## src/design/adcc_map.svh

```systemverilog
`ifndef ADCC_MAP_SVH
`define ADCC_MAP_SVH

// Byte addresses of the registers on the Avalon-MM slave.
`define ADCC_OFS_CTRL0 5'h00
`define ADCC_OFS_CTRL1 5'h04
`define ADCC_OFS_RES_HIGH 5'h08
`define ADCC_OFS_RES_LOW 5'h0c
`define ADCC_OFS_IRQ_STAT 5'h10
`define ADCC_OFS_IRQ_MASK 5'h14

// Field positions inside adc_control_zero.
`define ADCC_BIT_START 7
`define ADCC_BIT_BUSY 6
`define ADCC_BIT_ENABLE 5
`define ADCC_BIT_FORMAT 4

// Reset values.
`define ADCC_CTRL1_RST 8'h00
`define ADCC_RESULT_RST 12'h000
`define ADCC_IRQ_RST 2'h0
`define ADCC_LOW_NIBBLE_ZERO 4'h0
`define ADCC_READ_ZERO 32'h0000_0000

// Interrupt status and mask bits.
`define ADCC_IRQ_DONE 0
`define ADCC_IRQ_ABORT 1

`endif

```

## src/design/adcc_pkg.sv

```systemverilog
package adcc_pkg;

  // Gray coded along idle, armed, converting.
  typedef enum logic [1:0] {
    ADCC_IDLE = 2'b00,
    ADCC_ARMED = 2'b01,
    ADCC_CONV = 2'b11
  } adcc_state_t;

  typedef struct packed {
    logic reset;
    logic enable;
    logic start;
  } adcc_core_ctrl_t;

  typedef struct packed {
    logic done;
    logic [11:0] data;
  } adcc_core_stat_t;

  typedef struct packed {
    logic [1:0] status;
    logic [1:0] mask;
  } adcc_irq_state_t;

  typedef struct packed {
    adcc_state_t state;
    logic start;
    logic enable;
    logic format;
    logic [7:0] ctrl1;
    logic [11:0] result;
    logic start_pulse;
    logic ack;
    logic [31:0] rdata;
  } adcc_regs_t;

endpackage

```

## src/design/adcc_regs.sv

```systemverilog
// What this block does
// - Busy flag is read-only: 1 while converting, 0 otherwise.
// - Finishing the low-high-low start sequence sets busy to 1.
// - Busy clears to 0 when the running conversion finishes.
// - Enable bit powers the converter on at 1, off at 0.
// - Result registers stay unchanged while the converter is disabled.
// - Format 0: high D[11:4], low D[3:0]; format 1: high D[11:8], low D[7:0].
// - The 12-bit result is split over both result registers by format.
// - Bits 3 to 0 of control register zero always read zero.
// - While start is held high the converter core is held in reset.
`timescale 1ns/100ps
`include "adcc_map.svh"

module adcc_regs
  import adcc_pkg::*;
(
  input wire logic mclk_i, // System clock, 20 MHz.
  input wire logic reset_n_i, // Synchronous reset, active low.
  input wire logic [4:0] avs_address_i, // Avalon byte address.
  input wire logic avs_read_i, // Avalon read request.
  input wire logic avs_write_i, // Avalon write request.
  input wire logic [31:0] avs_writedata_i, // Avalon write data.
  input wire logic [3:0] avs_byteenable_i, // Avalon byte enables.
  output logic [31:0] avs_readdata_o, // Avalon read data, registered.
  output logic avs_waitrequest_o, // Avalon wait request.
  output adcc_core_ctrl_t core_ctrl_o, // Reset, enable and start to the core.
  input wire adcc_core_stat_t core_stat_i, // Done pulse and data from the core.
  output logic irq_o // Level interrupt.
);

  ////////////////////////////////////////////////////////////////////////////
  // State and helpers.

  adcc_regs_t st;
  adcc_regs_t next_st;

  logic req;
  logic access;
  logic wr_lane0;
  logic busy;
  logic [7:0] res_high;
  logic [7:0] res_low;
  logic [1:0] irq_status;
  logic [1:0] irq_mask;
  logic [1:0] irq_set;
  logic irq_clr_wr;
  logic irq_mask_wr;

  function automatic logic hit(input logic [4:0] addr, input logic [4:0] ofs);
    hit = (addr == ofs);
  endfunction

  function automatic logic [31:0] zext8(input logic [7:0] v);
    zext8 = {24'h00_0000, v};
  endfunction

  assign busy = (st.state == ADCC_CONV);

  ////////////////////////////////////////////////////////////////////////////
  // Avalon-MM slave handshake.

  // One wait state on every access lets the read data come from a flip-flop.
  assign req = avs_read_i | avs_write_i;
  assign avs_waitrequest_o = req & ~st.ack;
  assign access = req & st.ack;
  assign wr_lane0 = access & avs_write_i & avs_byteenable_i[0];

  ////////////////////////////////////////////////////////////////////////////
  // Result placement and interrupts.

  adcc_fmt u_fmt (
    .raw_i(st.result),
    .format_i(st.format),
    .high_o(res_high),
    .low_o(res_low)
  );

  assign irq_clr_wr = wr_lane0 & hit(avs_address_i, `ADCC_OFS_IRQ_STAT);
  assign irq_mask_wr = wr_lane0 & hit(avs_address_i, `ADCC_OFS_IRQ_MASK);

  adcc_irq u_irq (
    .mclk_i(mclk_i),
    .reset_n_i(reset_n_i),
    .set_i(irq_set),
    .clr_wr_i(irq_clr_wr),
    .mask_wr_i(irq_mask_wr),
    .wdata_i(avs_writedata_i[1:0]),
    .status_o(irq_status),
    .mask_o(irq_mask),
    .irq_o(irq_o)
  );

  ////////////////////////////////////////////////////////////////////////////
  // Next state.

  always_comb begin
    next_st = st;
    irq_set = `ADCC_IRQ_RST;
    next_st.start_pulse = 1'b0;
    next_st.ack = req & ~st.ack;

    // Register writes. The busy position has no storage, so writes to it vanish.
    if (wr_lane0 && hit(avs_address_i, `ADCC_OFS_CTRL0)) begin
      next_st.start = avs_writedata_i[`ADCC_BIT_START];
      next_st.enable = avs_writedata_i[`ADCC_BIT_ENABLE];
      next_st.format = avs_writedata_i[`ADCC_BIT_FORMAT];
    end
    if (wr_lane0 && hit(avs_address_i, `ADCC_OFS_CTRL1)) begin
      next_st.ctrl1 = avs_writedata_i[7:0];
    end

    // Conversion sequencing, driven by the stored start bit.
    case (st.state)
      ADCC_IDLE: begin
        if (st.start) begin
          next_st.state = ADCC_ARMED;
        end
      end
      ADCC_ARMED: begin
        // Start has gone high; its fall completes the sequence.
        if (!st.start) begin
          next_st.state = ADCC_CONV;
          next_st.start_pulse = 1'b1;
        end
      end
      ADCC_CONV: begin
        if (!st.enable) begin
          // A powered-down core never finishes, so give up instead of hanging.
          next_st.state = ADCC_IDLE;
          irq_set[`ADCC_IRQ_ABORT] = 1'b1;
        end else if (st.start) begin
          // Raising start again resets the core and restarts the sequence.
          next_st.state = ADCC_ARMED;
          irq_set[`ADCC_IRQ_ABORT] = 1'b1;
        end else if (core_stat_i.done) begin
          next_st.state = ADCC_IDLE;
          next_st.result = core_stat_i.data;
          irq_set[`ADCC_IRQ_DONE] = 1'b1;
        end
      end
      default: begin
        next_st.state = ADCC_IDLE;
      end
    endcase

    // Read data is captured in the wait cycle and held for the answer edge.
    if (req && !st.ack) begin
      next_st.rdata = `ADCC_READ_ZERO;
      if (avs_read_i) begin
        case (avs_address_i)
          `ADCC_OFS_CTRL0: begin
            next_st.rdata = zext8({st.start, busy, st.enable, st.format,
                                   `ADCC_LOW_NIBBLE_ZERO});
          end
          `ADCC_OFS_CTRL1: begin
            next_st.rdata = zext8(st.ctrl1);
          end
          `ADCC_OFS_RES_HIGH: begin
            next_st.rdata = zext8(res_high);
          end
          `ADCC_OFS_RES_LOW: begin
            next_st.rdata = zext8(res_low);
          end
          `ADCC_OFS_IRQ_STAT: begin
            next_st.rdata = {30'h0000_0000, irq_status};
          end
          `ADCC_OFS_IRQ_MASK: begin
            next_st.rdata = {30'h0000_0000, irq_mask};
          end
          default: begin
            next_st.rdata = `ADCC_READ_ZERO;
          end
        endcase
      end
    end
  end

  ////////////////////////////////////////////////////////////////////////////
  // State register.

  always_ff @(posedge mclk_i) begin
    if (!reset_n_i) begin
      st <= '{state: ADCC_IDLE, start: 1'b0, enable: 1'b0, format: 1'b0,
              ctrl1: `ADCC_CTRL1_RST, result: `ADCC_RESULT_RST,
              start_pulse: 1'b0, ack: 1'b0, rdata: `ADCC_READ_ZERO};
    end else begin
      st <= next_st;
    end
  end

  ////////////////////////////////////////////////////////////////////////////
  // Outputs.

  assign avs_readdata_o = st.rdata;
  assign core_ctrl_o.reset = st.start;
  assign core_ctrl_o.enable = st.enable;
  assign core_ctrl_o.start = st.start_pulse;

endmodule

```

## src/design/adcc_irq.sv

```systemverilog
`timescale 1ns/100ps
`include "adcc_map.svh"

module adcc_irq
  import adcc_pkg::*;
(
  input wire logic mclk_i, // System clock.
  input wire logic reset_n_i, // Synchronous reset, active low.
  input wire logic [1:0] set_i, // Event pulses.
  input wire logic clr_wr_i, // Write to status register.
  input wire logic mask_wr_i, // Write to mask register.
  input wire logic [1:0] wdata_i, // Write data for either register.
  output logic [1:0] status_o, // Sticky status bits.
  output logic [1:0] mask_o, // Mask bits.
  output logic irq_o // Level interrupt.
);

  adcc_irq_state_t st;
  adcc_irq_state_t next_st;

  // An event in the same cycle as its clear survives, so no event is lost.
  always_comb begin
    next_st = st;
    if (clr_wr_i) begin
      next_st.status = st.status & ~wdata_i;
    end
    next_st.status = next_st.status | set_i;
    if (mask_wr_i) begin
      next_st.mask = wdata_i;
    end
  end

  always_ff @(posedge mclk_i) begin
    if (!reset_n_i) begin
      st <= '{status: `ADCC_IRQ_RST, mask: `ADCC_IRQ_RST};
    end else begin
      st <= next_st;
    end
  end

  assign status_o = st.status;
  assign mask_o = st.mask;
  assign irq_o = |(st.status & st.mask);

endmodule

```

## src/design/adcc_fmt.sv

```systemverilog
`timescale 1ns/100ps
`include "adcc_map.svh"

module adcc_fmt
  import adcc_pkg::*;
(
  input wire logic [11:0] raw_i, // Stored conversion result.
  input wire logic format_i, // Result placement select.
  output logic [7:0] high_o, // High result byte.
  output logic [7:0] low_o // Low result byte.
);

  function automatic logic [15:0] place(input logic [11:0] d, input logic fmt);
    if (fmt) begin
      place = {`ADCC_LOW_NIBBLE_ZERO, d};
    end else begin
      place = {d, `ADCC_LOW_NIBBLE_ZERO};
    end
  endfunction

  // Format 0 gives D[11:4] high and D[3:0] in the upper nibble of low.
  assign high_o = place(raw_i, format_i)[15:8];
  assign low_o = place(raw_i, format_i)[7:0];

endmodule

```

## config.mk

```make
export PLATFORM = sky130hd
export DESIGN_NAME = adcc_regs
export DESIGN_NICKNAME = d
export VERILOG_FILES = /design/src/design/adcc_pkg.sv /design/src/design/adcc_regs.sv /design/src/design/adcc_irq.sv /design/src/design/adcc_fmt.sv
export VERILOG_INCLUDE_DIRS = /design/src /design/src/design
export SDC_FILE = /design/constraint.sdc
export NUM_CORES = 1
export LEC_CHECK = 0
export BUFFER_PORTS_ARGS = -buffer_cell sky130_fd_sc_hd__buf_2
export CAP_MARGIN = 5
export CORE_ASPECT_RATIO = 0.7
export CORE_UTILIZATION = 50
export DETAILED_ROUTE_END_ITERATION = 10
export GPL_ROUTABILITY_DRIVEN = 1
export PLACE_DENSITY_LB_ADDON = 0.12
export SYNTH_ARGS = -nofsm -noshare
export SYNTH_HDL_FRONTEND = slang
export SYNTH_SLANG_ARGS = --single-unit
```

## constraint.sdc

```tcl
create_clock -name mclk_i -period 2.5 [get_ports mclk_i]
set_input_delay 0.125 -clock mclk_i [delete_from_list [all_inputs] [get_ports mclk_i]]
set_output_delay 0.125 -clock mclk_i [all_outputs]
set_load 0.02 [all_outputs]
```

==> flow_metrics.py <==
metrics = {
    "run_status": {
        "status": "finished clean",
    },
    "placed_design": {
        "gp_congestion": 0.782,
        "place_area_mm2": 0.00210,
        "post-place-ws_ps": 875,
        "portBuffers": 43,
        "post-dp-hpwl_mm": 2.96,
    },
    "cts": {
        "cts_htree_levels": 2,
        "cts.sinks": 39,
        "clk_latency_ps": 290,
        "clkSlewWorstSetupHoldPaths_ps": 80,
        "cts_tree": "yes",
        "post-cts-setup-buffers": 0,
        "cts_buffers": 5,
        "postCtsHoldBufs": 0,
        "cts_resized": 0,
        "clockBufferDepth": 2,
        "cts-root-buf": "clkbuf_8",
    },
    "setup_path": {
        "r2r_cells": 4,
        "slowest_delay_ps": 530,
        "path_depth": 4,
        "rrSetupSlack_ps": 950,
        "critPathMaxFanout": 8,
        "crit_buf_inv": 0,
        "cpMostUsedCell": "and3_1",
        "worstPathCellList": "and3_1, and3_1, mux2i_1, nor2_1",
        "worstSetupPathType": "reg2reg",
        "cp.required_ps": 2670,
        "crit_end": "st[47]",
        "worstPathArrival_ps": 1730,
        "timing.rr.end": "st[47]",
        "start_kind": "register",
        "crit_slowest_cell": "and3_1",
        "r2r_start": "st[32]",
        "crit_start": "st[32]",
        "end_kind": "register",
        "critPathTopFamily": "simple AND/OR/NAND/NOR gates",
    },
    "pwr": {
        "vdd_ir_drop_max_mv": 0.272,
        "power_leakage_uw": 0.000955,
        "power_density_mw_per_mm2": 527,
    },
    "timing": {
        "setup-violations-final": 0,
        "fin_skew_ps": 9.51,
        "clock.fmax_mhz": 644,
        "slew_headroom_pct": 65.1,
        "worst_pin_slew_ps": 523,
        "rsz0062_at_grt": "no",
        "slew_violations": 0,
        "setup_ws_ps": 947,
        "post-route-period-util_pct": 62.1,
        "min_period_ps": 1550,
        "tns_ps": 0,
        "hold_viol": 0,
    },
    "synthesis": {
        "yosys.area.top_type": "dfxtp_1",
        "yosysWarnings": 0,
        "async_flop_share_pct": 0,
        "netlist_area_mm2": 0.00203,
        "ys.flop_type": "dfxtp_1",
        "synth-seq-cells": 39,
        "avgSynthCellArea_um2": 9.04,
        "synth_edf_count": 0,
        "synth_top_area_share_pct": 38.5,
        "synth.distinct_cells": 36,
        "synth_area_leaders": "dfxtp_1 39%, buf_4 14%, mux2i_1 14%",
        "syn_inst": 224,
        "ys_seq_area_share_pct": 38.5,
    },
    "floorplan": {
        "fp.dieH_um": 55.3,
        "core_mm2": 0.00369,
        "rows": 18,
        "dieArea_mm2": 0.00431,
        "ioPinCount": 95,
        "initial_utilization_pct": 54.8,
        "die_x_um": 78.1,
    },
    "cells_and_area": {
        "drive_gt1_share_pct": 23.5,
        "register_area_um2": 781,
        "final_common_cell": "buf_2",
        "final_nets": 312,
        "stdcell_area_mm2": 0.00219,
        "antenna-diode-count": 0,
        "areaGrowthSynthToFinish_pct": 7.91,
        "multi_input_area_um2": 997,
        "layout_common_cells": "43 x buf_2, 39 x dfxtp_1, 33 x nor2_1",
        "n_fill_cell": 376,
    },
    "detailed_routing": {
        "drt_wl_total_mm": 4.04,
        "firstDrtPassIters": 5,
        "drtIter0Drc": 71,
        "viasPerCell": 5.03,
        "top_layer": "met4",
        "wl_per_cell_um": 13.2,
        "wl_met1_mm": 2.25,
        "ant_nets": 0,
        "route.met3.wl_um": 274,
        "wl_met2_mm": 1.47,
        "route.detailed.drc": 0,
        "dr_total_vias": 1533,
    },
    "job": {
        "drv_cap": 0,
    },
    "global_route": {
        "grt_pass1_vias": 1291,
        "antenna_found_initial": 0,
        "grt-ovfl-total": 0,
        "track_usage_pct": 19.7,
        "grt_pass1_wl_mm": 6.52,
        "grt_max_degree": 29,
    },
    "hold_path": {
        "holdCritStartpoint": "avs_writedata_i[0]",
        "hp-class": "in2reg",
    },
}
-- metal layers --
metal | vias up | track usage, %
li1 | 781 | -
met1 | 695 | 31.1
met2 | 53 | 24.4
met3 | 4 | 6.94
met4 | 0 | 4.76
met5 | - | 0
-- registers in the layout, summed over array words and instances (netlist names) --
| name | flops |
|---|---|
| u_irq.status_o | 2 |
| u_irq.mask_o | 2 |
| st | 24 |
| avs_readdata_o | 8 |
| core_ctrl_o | 3 |
-- synth_stat cells (all sizes together), types with 2 or more instances --
cell type,number
nor2,33
a21oi,7
buf,41
clkbuf,6
nand3,6
a221oi,2
nor2b,5
inv,3
o21ai,7
a32oi,3
mux2,3
a22o,4
nor3b,2
a211o,2
and3,4
a32o,3
o211ai,4
and2,3
nand2,6
mux2i,28
dfxtp,39
-- cell families after synthesis --
logic type / Yosys count / synth area share (%)
compound gates: 36 / 12.8
simple gates: 67 / 16.5
buf+inv: 50 / 16.5
mux: 31 / 15.5
flops: 39 / 38.5
other cells: 1 / 0.185
-- worst min path at each step --
stage,endpoint,depth (start not counted)
6_report,u_irq.status_o[0],2
5_1_grt,st[45],3
4_1_cts,u_irq.status_o[0],2
3_5_place_dp,st[42],3
3_3_place_gp,st[43],3
2_1_floorplan,u_irq.status_o[0],1
-- report_power, final --
group	switching, uW	leakage [uW]	internal [uW]	total (uW)
Sequential	1.18	0.000314	622	623
Combinational	77.9	0.000600	31.2	109
Clock	224	0.0000402	194	418
Total	303	0.000955	847	1150
-- through the flow --
step                total power (uW)  instances  hold WS, ps  util, %
finish                          1150        305         59.8     59.2
global route                    1200        305         54.3     59.2
CTS                             1160        305         54.4     59.2
detailed placement               746        297          366     56.8
global placement                 746        297          359     56.8
floorplan                        733        247          225        -
-- layout make-up --
| class | count | share of cell area (%) |
|---|---|---|
| Clock buffer | 5 | 3.15 |
| Clock inverter | 3 | 0.916 |
| Inverter | 3 | 0.515 |
| Multi-Input combinational cell | 158 | 45.6 |
| Sequential cell | 39 | 35.7 |
| Tap cell | 50 | 2.86 |
| Timing Repair Buffer | 47 | 11.2 |
Power figures use the tool's default switching activity.
